--- src/pkg/flash_status_pkg.sv ---
// constants shared by the flash status host controller
package flash_status_pkg;

    // ------------------------------------------------------------
    // timing
    // ------------------------------------------------------------
    localparam int CLK_PERIOD_NS = 10;
    localparam int ACCESS_NS = 100;
    localparam int WE_PULSE_NS = 50;
    localparam int SELECT_HIGH_NS = 20;
    localparam int SYNC_STAGES = 2;
    // least times round up, never below one cycle
    localparam int ACCESS_CYC_RAW = (ACCESS_NS + CLK_PERIOD_NS - 1) / CLK_PERIOD_NS;
    localparam int ACCESS_CYC = (ACCESS_CYC_RAW < 1) ? 1 : ACCESS_CYC_RAW;
    localparam int WE_CYC_RAW = (WE_PULSE_NS + CLK_PERIOD_NS - 1) / CLK_PERIOD_NS;
    localparam int WE_CYC = (WE_CYC_RAW < 1) ? 1 : WE_CYC_RAW;
    localparam int HIGH_CYC_RAW = (SELECT_HIGH_NS + CLK_PERIOD_NS - 1) / CLK_PERIOD_NS;
    localparam int HIGH_CYC = (HIGH_CYC_RAW < 1) ? 1 : HIGH_CYC_RAW;

    // ------------------------------------------------------------
    // software register map
    // ------------------------------------------------------------
    localparam logic [7:0] OFS_CTRL = 8'h00;
    localparam logic [7:0] OFS_ADDR = 8'h04;
    localparam logic [7:0] OFS_WDATA = 8'h08;
    localparam logic [7:0] OFS_STATE = 8'h0c;
    localparam logic [7:0] OFS_RDATA = 8'h10;
    localparam logic [7:0] OFS_FLAGS = 8'h14;

    localparam logic [2:0] OP_WRITE = 3'h1;
    localparam logic [2:0] OP_READ = 3'h2;
    localparam logic [2:0] OP_STATUS = 3'h3;
    localparam logic [2:0] OP_STAT_POLL = 3'h4;
    localparam logic [2:0] OP_TOGGLE_POLL = 3'h5;

    localparam int STATE_BUSY_BIT = 0;
    localparam int STATE_DONE_BIT = 1;
    localparam int STATE_FAIL_BIT = 2;
    localparam int STATE_LIMIT_BIT = 3;

    // ------------------------------------------------------------
    // operation_status word and polling word of the flash
    // ------------------------------------------------------------
    localparam int IDLE_FLAG_BIT = 7;
    localparam int ERASE_PAUSED_BIT = 6;
    localparam int ERASE_FAIL_BIT = 5;
    localparam int PROGRAM_FAIL_BIT = 4;
    localparam int BUFFER_ABORT_BIT = 3;
    localparam int PROGRAM_PAUSED_BIT = 2;
    localparam int LOCKED_FAIL_BIT = 1;
    localparam logic [15:0] STATUS_MASK = 16'h00fe;
    localparam logic [15:0] RESULT_MASK = 16'h007e;

    localparam int POLARITY_POLL_BIT = 7;
    localparam int TOGGLE_ONE_BIT = 6;
    localparam int TIMEOUT_BIT = 5;
    localparam int ERASE_STARTED_BIT = 3;
    localparam int TOGGLE_TWO_BIT = 2;
    localparam int ABORT_BIT = 1;
    localparam logic [15:0] POLL_MASK = 16'h00ee;

endpackage

--- src/pkg/flash_cycle_if.sv ---
// one flash bus cycle request and its completion
`timescale 1ns/10ps
interface flash_cycle_if #(
    parameter int ADDR_W = 26,
    parameter int DATA_W = 16
) ();
    logic req;
    logic wr;
    logic [ADDR_W-1:0] addr;
    logic [DATA_W-1:0] wdata;
    logic [DATA_W-1:0] rdata;
    logic done;

    modport master (output req, output wr, output addr, output wdata,
                    input rdata, input done);
    modport target (input req, input wr, input addr, input wdata,
                    output rdata, output done);
endinterface

--- src/status_decode.sv ---
// masks raw flash words into usable status and polling bits
`timescale 1ns/10ps
module status_decode (
    input wire logic [15:0] raw_i,
    output logic [7:0] status_o,
    output logic [7:0] poll_o
);
    wire logic [15:0] status_kept;
    wire logic idle_now;

    // reserved bits may change between reads, so never pass them on
    assign status_kept = raw_i & flash_status_pkg::STATUS_MASK;
    assign idle_now = raw_i[flash_status_pkg::IDLE_FLAG_BIT];
    // bits 6..1 only mean something once the flash is idle
    assign status_o = idle_now ? status_kept[7:0]
                               : (status_kept[7:0] & ~flash_status_pkg::RESULT_MASK[7:0]);
    assign poll_o = raw_i[7:0] & flash_status_pkg::POLL_MASK[7:0];
endmodule

--- src/flash_bus_cycle.sv ---
// runs one asynchronous read or write cycle on the flash pins
`timescale 1ns/10ps
module flash_bus_cycle #(
    parameter int ADDR_W = 26,
    parameter int DATA_W = 16
) (
    input wire logic clock_i,
    input wire logic arst_n_i,
    flash_cycle_if.target cyc,
    output logic [ADDR_W-1:0] addr_o,
    output logic [DATA_W-1:0] dq_o,
    output logic dq_oe_o,
    input wire logic [DATA_W-1:0] dq_i,
    output logic ce_n_o,
    output logic oe_n_o,
    output logic we_n_o
);
    localparam int RD_LOW = flash_status_pkg::ACCESS_CYC + flash_status_pkg::SYNC_STAGES;
    localparam logic [7:0] RD_LOW_C = 8'(RD_LOW - 1);
    localparam logic [7:0] WR_LOW_C = 8'(flash_status_pkg::WE_CYC - 1);
    localparam logic [7:0] HIGH_C = 8'(flash_status_pkg::HIGH_CYC - 1);

    if (RD_LOW > 256 || flash_status_pkg::HIGH_CYC > 256) begin : g_bad_timing
        $error("flash_bus_cycle: timing counts exceed counter");
    end

    typedef enum logic [1:0] {B_IDLE, B_LOW, B_HIGH} bus_state_e;

    bus_state_e state_reg, state_next;
    logic [7:0] cnt_reg, cnt_next;
    logic wr_reg;
    logic [ADDR_W-1:0] addr_reg;
    logic [DATA_W-1:0] wdata_reg, rdata_reg;
    logic [DATA_W-1:0] sync1_reg, sync2_reg;
    logic ce_n_reg, oe_n_reg, we_n_reg, dq_oe_reg;
    wire logic cnt_zero;
    wire logic capture;
    wire logic wr_next_w;

    assign cnt_zero = (cnt_reg == 8'h00);
    assign capture = (state_reg == B_LOW) && cnt_zero && !wr_reg;

    always_comb begin
        state_next = state_reg;
        cnt_next = cnt_zero ? 8'h00 : cnt_reg - 8'h01;
        unique case (state_reg)
            B_IDLE: begin
                if (cyc.req) begin
                    state_next = B_LOW;
                    cnt_next = cyc.wr ? WR_LOW_C : RD_LOW_C;
                end
            end
            B_LOW: begin
                if (cnt_zero) begin
                    state_next = B_HIGH;
                    // strobes stay high this long before the next cycle
                    cnt_next = HIGH_C;
                end
            end
            B_HIGH: begin
                if (cnt_zero) begin
                    state_next = B_IDLE;
                end
            end
        endcase
    end

    // ------------------------------------------------------------
    // data input synchroniser
    // ------------------------------------------------------------
    always_ff @(posedge clock_i or negedge arst_n_i) begin
        if (!arst_n_i) begin
            sync1_reg <= '0;
            sync2_reg <= '0;
        end else begin
            sync1_reg <= dq_i;
            sync2_reg <= sync1_reg;
        end
    end

    always_ff @(posedge clock_i or negedge arst_n_i) begin
        if (!arst_n_i) begin
            state_reg <= B_IDLE;
            cnt_reg <= 8'h00;
        end else begin
            state_reg <= state_next;
            cnt_reg <= cnt_next;
        end
    end

    always_ff @(posedge clock_i or negedge arst_n_i) begin
        if (!arst_n_i) begin
            wr_reg <= 1'b0;
            addr_reg <= '0;
            wdata_reg <= '0;
        end else if (state_reg == B_IDLE && cyc.req) begin
            wr_reg <= cyc.wr;
            addr_reg <= cyc.addr;
            wdata_reg <= cyc.wdata;
        end
    end

    always_ff @(posedge clock_i or negedge arst_n_i) begin
        if (!arst_n_i) begin
            rdata_reg <= '0;
        end else if (capture) begin
            rdata_reg <= sync2_reg;
        end
    end

    // strobes come straight from flops to keep them glitch free
    always_ff @(posedge clock_i or negedge arst_n_i) begin
        if (!arst_n_i) begin
            ce_n_reg <= 1'b1;
            oe_n_reg <= 1'b1;
            we_n_reg <= 1'b1;
            dq_oe_reg <= 1'b0;
        end else begin
            ce_n_reg <= (state_next != B_LOW);
            oe_n_reg <= !(state_next == B_LOW && !wr_next_w);
            we_n_reg <= !(state_next == B_LOW && wr_next_w);
            dq_oe_reg <= (state_next == B_LOW && wr_next_w);
        end
    end

    assign wr_next_w = (state_reg == B_IDLE) ? cyc.wr : wr_reg;

    assign addr_o = addr_reg;
    assign dq_o = wdata_reg;
    assign dq_oe_o = dq_oe_reg;
    assign ce_n_o = ce_n_reg;
    assign oe_n_o = oe_n_reg;
    assign we_n_o = we_n_reg;
    assign cyc.rdata = rdata_reg;
    assign cyc.done = (state_reg == B_HIGH) && cnt_zero;
endmodule

--- src/flash_status_host.sv ---
// host controller that issues flash cycles and tracks operation status
// Behaviour
// - host holds chip select and output enable high for select_high_time after reads
// - status bits 15:8 and 0 are reserved; host masks them
// - host trusts status bits 6..1 only while idle_flag is 1
// - after a suspend the host rereads status until idle_flag is 1; it gives up after POLL_LIMIT reads and sets the limit flag
// - polling bits 15:8, 4 and 0 are reserved; host masks them
// - buffer programs are polled only at the last loaded word
// - erase drives polarity_poll_bit 0, then 1; host addresses the erasing sector
`timescale 1ns/10ps
module flash_status_host #(
    parameter int ADDR_W = 26,
    parameter int DATA_W = 16,
    parameter int POLL_LIMIT = 1024
) (
    input wire logic clock_i,
    input wire logic arst_n_i,
    input wire logic [7:0] reg_addr_i,
    input wire logic [31:0] reg_wdata_i,
    input wire logic reg_wr_i,
    input wire logic reg_rd_i,
    output logic [31:0] reg_rdata_o,
    output logic [ADDR_W-1:0] flash_addr_o,
    output logic [DATA_W-1:0] flash_dq_o,
    output logic flash_dq_oe_o,
    input wire logic [DATA_W-1:0] flash_dq_i,
    output logic flash_ce_n_o,
    output logic flash_oe_n_o,
    output logic flash_we_n_o
);
    localparam int TRY_W = (POLL_LIMIT > 1) ? $clog2(POLL_LIMIT) : 1;
    localparam logic [TRY_W-1:0] TRY_LAST = TRY_W'(POLL_LIMIT - 1);

    if (DATA_W != 16) begin : g_bad_data
        $error("flash_status_host: data width must be 16");
    end
    if (ADDR_W < 1 || ADDR_W > 31) begin : g_bad_addr
        $error("flash_status_host: address width out of range");
    end
    if (POLL_LIMIT < 1) begin : g_bad_limit
        $error("flash_status_host: poll limit must be positive");
    end

    // ------------------------------------------------------------
    // declarations
    // ------------------------------------------------------------
    typedef enum logic [1:0] {M_IDLE, M_CMD, M_RD_A, M_RD_B} main_state_e;

    main_state_e state_reg, state_next;
    logic [2:0] op_reg;
    logic [ADDR_W-1:0] addr_reg;
    logic [15:0] wdata_reg;
    logic [15:0] rdata_reg;
    logic [15:0] first_reg, first_next;
    logic [TRY_W-1:0] tries_reg, tries_next;
    logic recheck_reg, recheck_next;
    logic pending_reg;
    logic done_reg, fail_reg, limit_reg;
    logic [31:0] rdata_out_reg;
    logic finish, fail_set, limit_set;

    flash_cycle_if #(.ADDR_W(ADDR_W), .DATA_W(DATA_W)) cyc ();

    wire logic is_idle;
    wire logic hit_ctrl, hit_addr, hit_wdata, hit_state, hit_rdata, hit_flags;
    wire logic [2:0] op_w;
    wire logic op_ok;
    wire logic start;
    wire logic [7:0] status_bits;
    wire logic [7:0] poll_bits;
    wire logic word_idle;
    wire logic toggle_still;
    wire logic at_limit;
    wire logic [31:0] state_word;
    wire logic [31:0] read_mux;

    // ------------------------------------------------------------
    // register decode
    // ------------------------------------------------------------
    assign is_idle = (state_reg == M_IDLE);
    assign hit_ctrl = (reg_addr_i == flash_status_pkg::OFS_CTRL);
    assign hit_addr = (reg_addr_i == flash_status_pkg::OFS_ADDR);
    assign hit_wdata = (reg_addr_i == flash_status_pkg::OFS_WDATA);
    assign hit_state = (reg_addr_i == flash_status_pkg::OFS_STATE);
    assign hit_rdata = (reg_addr_i == flash_status_pkg::OFS_RDATA);
    assign hit_flags = (reg_addr_i == flash_status_pkg::OFS_FLAGS);
    assign op_w = reg_wdata_i[2:0];
    assign op_ok = (op_w >= flash_status_pkg::OP_WRITE)
                && (op_w <= flash_status_pkg::OP_TOGGLE_POLL);
    // starts while busy are dropped; software checks busy first
    assign start = reg_wr_i && hit_ctrl && is_idle && op_ok;

    // ------------------------------------------------------------
    // word decode
    // ------------------------------------------------------------
    status_decode u_decode (
        .raw_i(rdata_reg),
        .status_o(status_bits),
        .poll_o(poll_bits)
    );

    assign word_idle = cyc.rdata[flash_status_pkg::IDLE_FLAG_BIT];
    assign toggle_still = cyc.rdata[flash_status_pkg::TOGGLE_ONE_BIT]
                       != first_reg[flash_status_pkg::TOGGLE_ONE_BIT];
    assign at_limit = (tries_reg == TRY_LAST);

    // ------------------------------------------------------------
    // sequencer
    // ------------------------------------------------------------
    always_comb begin
        state_next = state_reg;
        first_next = first_reg;
        tries_next = tries_reg;
        recheck_next = recheck_reg;
        finish = 1'b0;
        fail_set = 1'b0;
        limit_set = 1'b0;
        unique case (state_reg)
            M_IDLE: begin
                if (start) begin
                    tries_next = '0;
                    recheck_next = 1'b0;
                    if (op_w == flash_status_pkg::OP_READ
                        || op_w == flash_status_pkg::OP_TOGGLE_POLL) begin
                        state_next = M_RD_A;
                    end else begin
                        state_next = M_CMD;
                    end
                end
            end
            M_CMD: begin
                if (cyc.done) begin
                    if (op_reg == flash_status_pkg::OP_WRITE) begin
                        finish = 1'b1;
                    end else begin
                        // the single read that follows takes the overlay
                        state_next = M_RD_A;
                    end
                end
            end
            M_RD_A: begin
                if (cyc.done) begin
                    if (op_reg == flash_status_pkg::OP_TOGGLE_POLL) begin
                        first_next = cyc.rdata;
                        state_next = M_RD_B;
                    end else if (op_reg != flash_status_pkg::OP_STAT_POLL || word_idle) begin
                        // one read only: the overlay is gone after it
                        finish = 1'b1;
                    end else if (at_limit) begin
                        finish = 1'b1;
                        limit_set = 1'b1;
                    end else begin
                        // each retry reissues the status command first
                        tries_next = tries_reg + 1'b1;
                        state_next = M_CMD;
                    end
                end
            end
            M_RD_B: begin
                if (cyc.done) begin
                    if (!toggle_still) begin
                        finish = 1'b1;
                    end else if (recheck_reg) begin
                        // still toggling after the timeout showed: failed
                        finish = 1'b1;
                        fail_set = 1'b1;
                    end else if (at_limit) begin
                        finish = 1'b1;
                        limit_set = 1'b1;
                    end else begin
                        // timeout may rise as toggling stops, so look once more
                        recheck_next = cyc.rdata[flash_status_pkg::TIMEOUT_BIT];
                        first_next = cyc.rdata;
                        tries_next = tries_reg + 1'b1;
                    end
                end
            end
        endcase
        if (finish) begin
            state_next = M_IDLE;
        end
    end

    always_ff @(posedge clock_i or negedge arst_n_i) begin
        if (!arst_n_i) begin
            state_reg <= M_IDLE;
            first_reg <= 16'h0000;
            tries_reg <= '0;
            recheck_reg <= 1'b0;
        end else begin
            state_reg <= state_next;
            first_reg <= first_next;
            tries_reg <= tries_next;
            recheck_reg <= recheck_next;
        end
    end

    // ------------------------------------------------------------
    // bus cycle launch
    // ------------------------------------------------------------
    // one request per state visit, one per read while M_RD_B retries; pending blocks a double launch
    assign cyc.req = !is_idle && !pending_reg;
    assign cyc.wr = (state_reg == M_CMD);
    assign cyc.addr = addr_reg;
    assign cyc.wdata = wdata_reg;

    always_ff @(posedge clock_i or negedge arst_n_i) begin
        if (!arst_n_i) begin
            pending_reg <= 1'b0;
        end else if (cyc.done) begin
            pending_reg <= 1'b0;
        end else if (cyc.req) begin
            pending_reg <= 1'b1;
        end
    end

    always_ff @(posedge clock_i or negedge arst_n_i) begin
        if (!arst_n_i) begin
            rdata_reg <= 16'h0000;
        end else if (cyc.done && !cyc.wr) begin
            rdata_reg <= cyc.rdata;
        end
    end

    flash_bus_cycle #(.ADDR_W(ADDR_W), .DATA_W(DATA_W)) u_cycle (
        .clock_i(clock_i),
        .arst_n_i(arst_n_i),
        .cyc(cyc),
        .addr_o(flash_addr_o),
        .dq_o(flash_dq_o),
        .dq_oe_o(flash_dq_oe_o),
        .dq_i(flash_dq_i),
        .ce_n_o(flash_ce_n_o),
        .oe_n_o(flash_oe_n_o),
        .we_n_o(flash_we_n_o)
    );

    // ------------------------------------------------------------
    // software registers
    // ------------------------------------------------------------
    always_ff @(posedge clock_i or negedge arst_n_i) begin
        if (!arst_n_i) begin
            op_reg <= 3'h0;
            addr_reg <= '0;
            wdata_reg <= 16'h0000;
        end else begin
            if (start) begin
                op_reg <= op_w;
            end
            if (reg_wr_i && hit_addr && is_idle) begin
                addr_reg <= reg_wdata_i[ADDR_W-1:0];
            end
            if (reg_wr_i && hit_wdata && is_idle) begin
                wdata_reg <= reg_wdata_i[15:0];
            end
        end
    end

    // a finish never meets a start, so the flags need no priority
    always_ff @(posedge clock_i or negedge arst_n_i) begin
        if (!arst_n_i) begin
            done_reg <= 1'b0;
            fail_reg <= 1'b0;
            limit_reg <= 1'b0;
        end else if (start) begin
            done_reg <= 1'b0;
            fail_reg <= 1'b0;
            limit_reg <= 1'b0;
        end else if (finish) begin
            done_reg <= 1'b1;
            fail_reg <= fail_set;
            limit_reg <= limit_set;
        end
    end

    assign state_word = {28'h0000000, limit_reg, fail_reg, done_reg, !is_idle};
    assign read_mux = hit_ctrl ? {29'h00000000, op_reg}
                    : hit_addr ? 32'(addr_reg)
                    : hit_wdata ? {16'h0000, wdata_reg}
                    : hit_state ? state_word
                    : hit_rdata ? {16'h0000, rdata_reg}
                    : hit_flags ? {16'h0000, poll_bits, status_bits}
                    : 32'h00000000;

    always_ff @(posedge clock_i or negedge arst_n_i) begin
        if (!arst_n_i) begin
            rdata_out_reg <= 32'h00000000;
        end else if (reg_rd_i) begin
            rdata_out_reg <= read_mux;
        end else begin
            rdata_out_reg <= 32'h00000000;
        end
    end

    assign reg_rdata_o = rdata_out_reg;
endmodule

--- config.mk ---
export PLATFORM = sky130hd
export DESIGN_NAME = flash_status_host
export DESIGN_NICKNAME = d
export VERILOG_FILES = /design/src/pkg/flash_status_pkg.sv /design/src/pkg/flash_cycle_if.sv /design/src/status_decode.sv /design/src/flash_bus_cycle.sv /design/src/flash_status_host.sv
export SDC_FILE = /design/constraint.sdc
export NUM_CORES = 1
export LEC_CHECK = 0
export BUFFER_PORTS_ARGS = -buffer_cell sky130_fd_sc_hd__buf_2
export CAP_MARGIN = 20
export CORE_UTILIZATION = 25
export DETAILED_ROUTE_END_ITERATION = 10
export GPL_TIMING_DRIVEN = 0
export PLACE_DENSITY = 0.5
export SLEW_MARGIN = 15
export SYNTH_ARGS = -nofsm -noshare
export SYNTH_HDL_FRONTEND = slang
export SYNTH_HIERARCHICAL = 1
export SYNTH_SLANG_ARGS = --single-unit
--- constraint.sdc ---
create_clock -name clock_i -period 2.9 [get_ports clock_i]
set_clock_uncertainty 0.05 [all_clocks]
set_input_delay 0 -clock clock_i [delete_from_list [all_inputs] [get_ports clock_i]]
set_output_delay 0 -clock clock_i [all_outputs]
set_load 0.02 [all_outputs]
# Yosys cells after proc, flatten, opt, wreduce, memory -nomap -nowiden
# Cells that the tools add are included.
# Widths: inputs -> output; s select.
# totals
inputBits	60
reg_bits	222
word_cells	181
out_inout_bits	78
# op_classes
n_eq_ne	34
n_mux	79
n_reduce_logical	39
magnitude_cmp	2
n_addsub	2
# ops
operator	count
$mux 10	8
$mux 26	3
$mux 16	4
$mux 7	6
$mux 1	33
$mux 8	4
$pmux 10 s3	1
$mux 2	12
$eq 8x4->1 const B	2
$eq 8x5->1 const B	2
$logic_and 1x1->1	16
$logic_not 8->1	2
$ne 2x2->1 const B	8
$pmux 8 s2	1
$pmux 7 s2	1
$reduce_and 7->1	2
$pmux 2 s3	2
$add 10x1->10 const B	1
$eq 10x10->1 const B	1
$ne 3x3->1 const B	3
$eq 8x3->1 const B	1
$ne 4x4->1 const B	2
$reduce_and 8->1	1
$reduce_bool 2->1	4
20 further kinds	36

# Longest topological paths before layout
# Gate-level depths: netlist of run 1.
# logic_depth
ltp_word	8
mapped_depth	10
depth_no_buf	9

# Cells and area by module
# Netlist of run 1, hierarchy kept.
# by_module_without_submodules
mod	area_each_um2	seq_area_each_um2	n_inst	cells_per_inst
flash_status_host	4815.9	2627.5	1	406
flash_bus_cycle	3753.6	2631.3	1	226
status_decode	116.4	0.0	1	17

# Worst setup path before layout of run 1
# Ideal clock, no wire load.
# synth_path
path_type	register to register
start	register u_cycle.cnt_reg[0]
end	register rdata_reg[10]
arrival_time_ns	2.323
n_path_buf	1
path_stages_with_launch	9
period_less_slack_ns	2.497
t_required_ns	2.725
slack_ns	0.403
setup_ns	0.125
cell_sequence	dfrtp_1 -> inv_1 -> ha_1 -> nor3b_1 -> and3_1 -> inv_1 -> nor2_1 -> clkbuf_1 -> mux2_2
# synth_via
elab_chain_len	3
# synth_rtl
element	line_no	text
start: declaration	flash_bus_cycle.sv:30	logic [7:0] cnt_reg, cnt_next;
start signal: assignment	flash_bus_cycle.sv:87	cnt_reg <= cnt_next;
$logic_not 8->1	flash_bus_cycle.sv:40	assign cnt_zero = (cnt_reg == 8'h00);
$logic_and 1x1->1	flash_bus_cycle.sv:135	assign cyc.done = (state_reg == B_HIGH) && cnt_zero;
named net cyc.done	flash_cycle_if.sv:12	logic done;
$logic_and 1x1->1	flash_status_host.sv:220	end else if (cyc.done && !cyc.wr) begin
end signal: assignment	flash_status_host.sv:221	rdata_reg <= cyc.rdata;
end: declaration	flash_status_host.sv:53	logic [15:0] rdata_reg;
# The timed path passes the listed nets, and every way through them passes these cells.
# A chain may end at the register's enable or synchronous reset.

==> results of run 1 <==
## final timing paths
kind	from	end	slack (ps)	depth (start not counted)
min in group clock_i	reg_addr_i[6]	reg_rdata_o[3]	60	6
worst max-delay path	state_reg[0]	u_cycle/addr_o[23]	280	8
worst min register to register	u_cycle/sync1_reg[6]	u_cycle/sync2_reg[6]	290	0
max in group asynchronous	arst_n_i	u_cycle/addr_o[16]	2290	3
worst max register to register	state_reg[0]	u_cycle/addr_o[23]	280	8
worst min-delay path	arst_n_i	u_cycle/ce_n_o	50	2
## power by group through the flow
| stage | sequential [mW] | combinational, mW | clock [mW] |
|---|---|---|---|
| after floorplan | 3.45 | 0.819 | 0 |
| after global placement | 3.51 | 1.13 | 0 |
| after detailed placement | 3.52 | 1.16 | 0 |
| after CTS | 3.47 | 1.23 | 3.37 |
| after global routing | 3.50 | 1.36 | 3.49 |
| final | 3.46 | 1.21 | 3.28 |
## cells by family after synthesis
family	share of synthesized area
AO/OA/AOI/OAI	0.0877
XOR/XNOR	0.00807
adder cells (fa/ha/maj)	0.0144
buffers and inverters	0.0356
flip-flops	0.605
multiplexers	0.163
other	0.000865
AND/OR/NAND/NOR	0.0844
## layout by cell type (no fill, tap or decap), types with 5 or more instances in the layout
cell type	netlist	final
xnor2_1	5	5
o31ai_1	6	6
clkbuf_1	17	20
a21oi_1	22	22
clkbuf_16	0	25
a22oi_1	6	6
buf_2	5	129
dfrtp_1	207	207
ha_1	10	10
a31oi_1	7	7
nand2_1	27	27
and2_1	7	7
conb_1	2	9
nor2_1	21	20
o22ai_1	6	6
o21ai_0	29	29
inv_1	14	14
mux2_4	10	10
mux2_2	109	109
a221oi_1	13	13
clkinv_2	0	6
nand3_1	13	13
and3_1	16	15
dlygate4sd3_1	0	51
bufinv_16	0	5
buf_4	19	19
## area by class of cell
cell class                 count  area [um2]
buffer                        44         258
inverter                      14        52.6
tap                          448         561
sequential                   210        5260
fill                        3463       22500
multi-input combinational    388        3150
timing repair buffer         179        1230
clock buffer                  30         654
clock inverter                14         205
## layer usage
layer  vias up  GRT usage  wire, um
li1       2761          -         -
met2       116      0.193      9920
met3        28     0.0222       832
met4         0     0.0292       419
met5         -          0         0
met1      2857      0.169     10300
## what timing repair did
item | in CTS | in global routing
gates cloned | 0 | 0
resized for setup | 1 | 3
hold buffers | 52 | 0
setup endpoints to repair | 10 | 21
endpoints found under the hold margin | 277 | 0
==> flow_summary.yaml, run 1 <==
sta:
  setup_viol: 0
  setup_slack_ps: 277
  fin_crit_ps: 2620
  max_freq_ghz: 0.381
  relSlewSlack: 0.444
  finalHoldViolations: 0
  rsz0062_at_grt: "no"
  slew_violations: 0
  fin_tns_setup_ps: 0
  tightestPinTransition_ps: 834
  period_share: 0.904
  hold_slack_ps: 49.5
place:
  finalWeightedCongestion: 0.771
  place_inst: 1231
  dpl_cell_area_mm2: 0.00996
  dp_hpwl_mm: 15.2
  pre_cts_slack_ps: -75.3
  port_buffers: 125
synthesis:
  synthArstFlopShare: 1.00
  synthCells: 649
  ys_seq_elements: 210
  synth_flop_cell: "dfrtp_1"
  synth_top_area_frac: 0.596
  synth_most_common_cell: "dfrtp_1"
  yosys_warnings: 6
  synth-edff-count: 0
  synth_cell_types: 73
  ys_seq_area_frac: 0.605
  yosys.area.top_type: "dfrtp_1"
  synth.avg_cell_area_um2: 13.4
  yosys-top-cells-count: "207 x dfrtp_1, 109 x mux2_2, 29 x o21ai_0, 27 x nand2_1, 22 x a21oi_1"
  synthTopCellsByArea: "dfrtp_1 60%, mux2_2 14%, mux2_4 1.7%, o21ai_0 1.7%, buf_4 1.6%"
  syn_area_mm2: 0.00869
clocking:
  clock_sinks: 210
  htree_levels: 1
  clock-root-buffer: "clkbuf_16"
  cts_tree: "built"
  cts.path.max_buffers: 3
  cts_buffers: 24
  clk_pin_slew_ps: 60
  clkLatencyLatePin_ps: 520
  cts_setup_buffers: 0
power_and_ir_drop:
  ir_drop_mv: 0.351
  leakage_nw: 5.51
  seqPwrFrac: 0.435
  p_sw_frac: 0.264
  pwr-share-comb: 0.153
  powerDensity_mw_per_mm2: 700
  power_mw: 7.95
  internal-power_mw: 5.85
  power_frac_clock: 0.412
  switchingPower_mw: 2.10
layout:
  design_area_mm2: 0.0114
  drive_gt1_frac: 0.379
  final_util: 0.336
  final_nets: 931
  synthToLayoutAreaGrowth_pct: 30.9
  diodes: 0
  final_cells: 1327
global_route:
  grt_pass1_vias: 5806
  grt_max_degree: 88
  grt_first_pass_wirelength_mm: 33.7
  antenna_found_initial: 0
  grt_overflow_total: 0
  grt_usage: 0.121
worst_setup_path:
  arrival_ps: 2970
  end_kind: "flop"
  cp_slowest_cell: "buf_1"
  worst-path-buf-inv: 4
  cp.required_ps: 3240
  path_delay_family: "buffers and inverters"
  worst_setup_path_start_kind: "flop"
  crit_chain: "inv_1, ha_1, clkdlybuf4s18_1, nor2_1, nand2_1, buf_2, buf_1, mux2_2"
  crit_path_max_fanout: 10
  critical_path_class: "reg2reg"
  max_stage_delay_ps: 440
routing:
  postRouteAntennaNets: 0
  dr_total_vias: 5762
  post-route-drc-count: 0
  drt_iter0_drc: 267
  drtPass1Iterations: 4
  wirelength_mm: 21.5
  viasPerCell: 4.34
  avgRoutedWirePerCell_um: 16.2
die:
  fp.dieW_um: 188
  dieArea_mm2: 0.0355
  coreArea_mm2: 0.0339
  rows: 67
  io_pins: 138
  initial_core_util: 0.256
  die_y_um: 188
flow_run:
  drv_cap: 0
min_path:
  hold_path_class: "in2async"
run_status:
  run_status: "completed"
Note: power is estimated with default switching activity, not from simulation.
==> inputs of run 2 (changes only) <==
--- a/config.mk
+++ b/config.mk
@@ -12,4 +12,5 @@
 export GPL_TIMING_DRIVEN = 0
 export PLACE_DENSITY = 0.5
+export RECOVER_POWER = 25
 export SLEW_MARGIN = 15
 export SYNTH_ARGS = -nofsm -noshare
--- a/constraint.sdc
+++ b/constraint.sdc
@@ -3,3 +3,3 @@
 set_input_delay 0 -clock clock_i [delete_from_list [all_inputs] [get_ports clock_i]]
 set_output_delay 0 -clock clock_i [all_outputs]
-set_load 0.02 [all_outputs]
+set_load 0.005 [all_outputs]
==> flow_summary.yaml, run 2 (same netlist as run 1, synthesis figures left out) <==
global_route:
  antenna_found_initial: 0
  grt_usage: 0.121
  grt_pass1_vias: 5806
  grt_overflow_total: 0
  grt_max_degree: 88
  grt_first_pass_wirelength_mm: 33.7
die:
  initial_core_util: 0.256
  coreArea_mm2: 0.0339
  rows: 67
  fp.dieW_um: 188
  dieArea_mm2: 0.0355
  die_y_um: 188
  io_pins: 138
layout:
  diodes: 0
  mostFrequentLayoutCells: "207 x dfrtp_1, 127 x buf_2, 109 x mux2_2"
  final_util: 0.334
  synthToLayoutAreaGrowth_pct: 30.2
  final_cells: 1327
  design_area_mm2: 0.0113
  drive_gt1_frac: 0.375
  layout_commonest_cell: "dfrtp_1"
  final_nets: 931
worst_setup_path:
  reg2reg_from: "state_reg[0]"
  arrival_ps: 2960
  cp.required_ps: 3240
  end_kind: "flop"
  worst_setup_path_start_kind: "flop"
  critical_path_class: "reg2reg"
  worstSetupStartpoint: "state_reg[0]"
  crit_path_max_fanout: 10
sta:
  setup_viol: 0
  setup_slack_ps: 282
  fin_tns_setup_ps: 0
  slew_violations: 79
  tightestPinTransition_ps: 1710
  period_share: 0.903
  max_freq_ghz: 0.382
  rsz0062_at_grt: "no"
  finalHoldViolations: 0
  relSlewSlack: -0.137
  fin_crit_ps: 2620
flow_run:
  drv_cap: 1
clocking:
  clock_sinks: 210
  clkLatencyLatePin_ps: 520
  cts_buffers: 24
  cts_setup_buffers: 0
  clock-root-buffer: "clkbuf_16"
  cts.path.max_buffers: 3
  clk_pin_slew_ps: 60
  cts_tree: "built"
  htree_levels: 1
run_status:
  violations: "max-capacitance violations, max-slew violations"
  run_status: "complete, but fails checks"
routing:
  postRouteAntennaNets: 0
  drtPass1Iterations: 4
  dr_total_vias: 5773
  avgRoutedWirePerCell_um: 16.2
  wirelength_mm: 21.5
  drt_iter0_drc: 255
  post-route-drc-count: 0
  viasPerCell: 4.35
place:
  pre_cts_slack_ps: -75.3
  dp_hpwl_mm: 15.2
  port_buffers: 125
  place_inst: 1231
  finalWeightedCongestion: 0.771
  dpl_cell_area_mm2: 0.00996
power_and_ir_drop:
  powerDensity_mw_per_mm2: 700
  ir_drop_mv: 0.352
  leakage_nw: 5.48
min_path:
  hold_start: "reg_addr_i[6]"
  hold_path_class: "in2reg"
## run 2: cell type report
| type | instances | area (um2) |
|---|---|---|
| buffer | 44 | 258 |
| clock buffer | 30 | 654 |
| clock inverter | 14 | 205 |
| fill | 3467 | 22600 |
| inverter | 14 | 52.6 |
| multi-input combinational | 388 | 3150 |
| sequential | 210 | 5260 |
| tap | 448 | 561 |
| timing repair buffer | 179 | 1170 |
## run 2: final timing paths
path	endpoint	slack, ps	depth (start not counted)
setup reg to reg	u_cycle/addr_o[23]	280	8
min in group asynchronous	u_cycle/ce_n_o	420	2
max in group asynchronous	reg_rdata_o[8]	610	3
hold reg to reg	u_cycle/sync2_reg[6]	290	0
setup / recovery	u_cycle/addr_o[23]	280	8
hold / removal	reg_rdata_o[3]	70	6
## run 2: power breakdown
part           leakage, nW  switching, mW  total (mW)  internal, mW
registers             2.74          0.241        3.46          3.22
clock network        0.423           1.22        3.27          2.05
logic                 2.32          0.605        1.17         0.570
## run 2: critical path, cell delays in order, from the launching register on
cell             delay, ps
dfrtp_1                400
inv_1                  110
ha_1                   150
clkdlybuf4s18_1        380
nor2_1                 150
nand2_1                150
buf_2                  270
buf_1                  440
mux2_2                 390
## run 2: layer usage
metal	share of wire	vias up	GRT usage	routed length [um]
met5	0	-	0	0
met3	0.041	28	0.0222	874
met2	0.46	123	0.193	9930
li1	-	2764	-	-
met1	0.48	2858	0.169	10200
met4	0.020	0	0.0292	419
## run 2: stage by stage
step / total power, mW / hold WS, ps
finish: 7.91 / 66.2
detailed placement: 4.65 / -114
global route: 8.32 / 61.9
CTS: 8.03 / 33.4
global placement: 4.61 / 60.2
floorplan: 4.24 / -346
## run 2: repair_timing
item / 4_1_cts / 5_1_grt
hold buffers: 52 / 0
endpoints found under the hold margin: 277 / 0
resized for setup: 1 / 3
setup endpoints to repair: 10 / 21
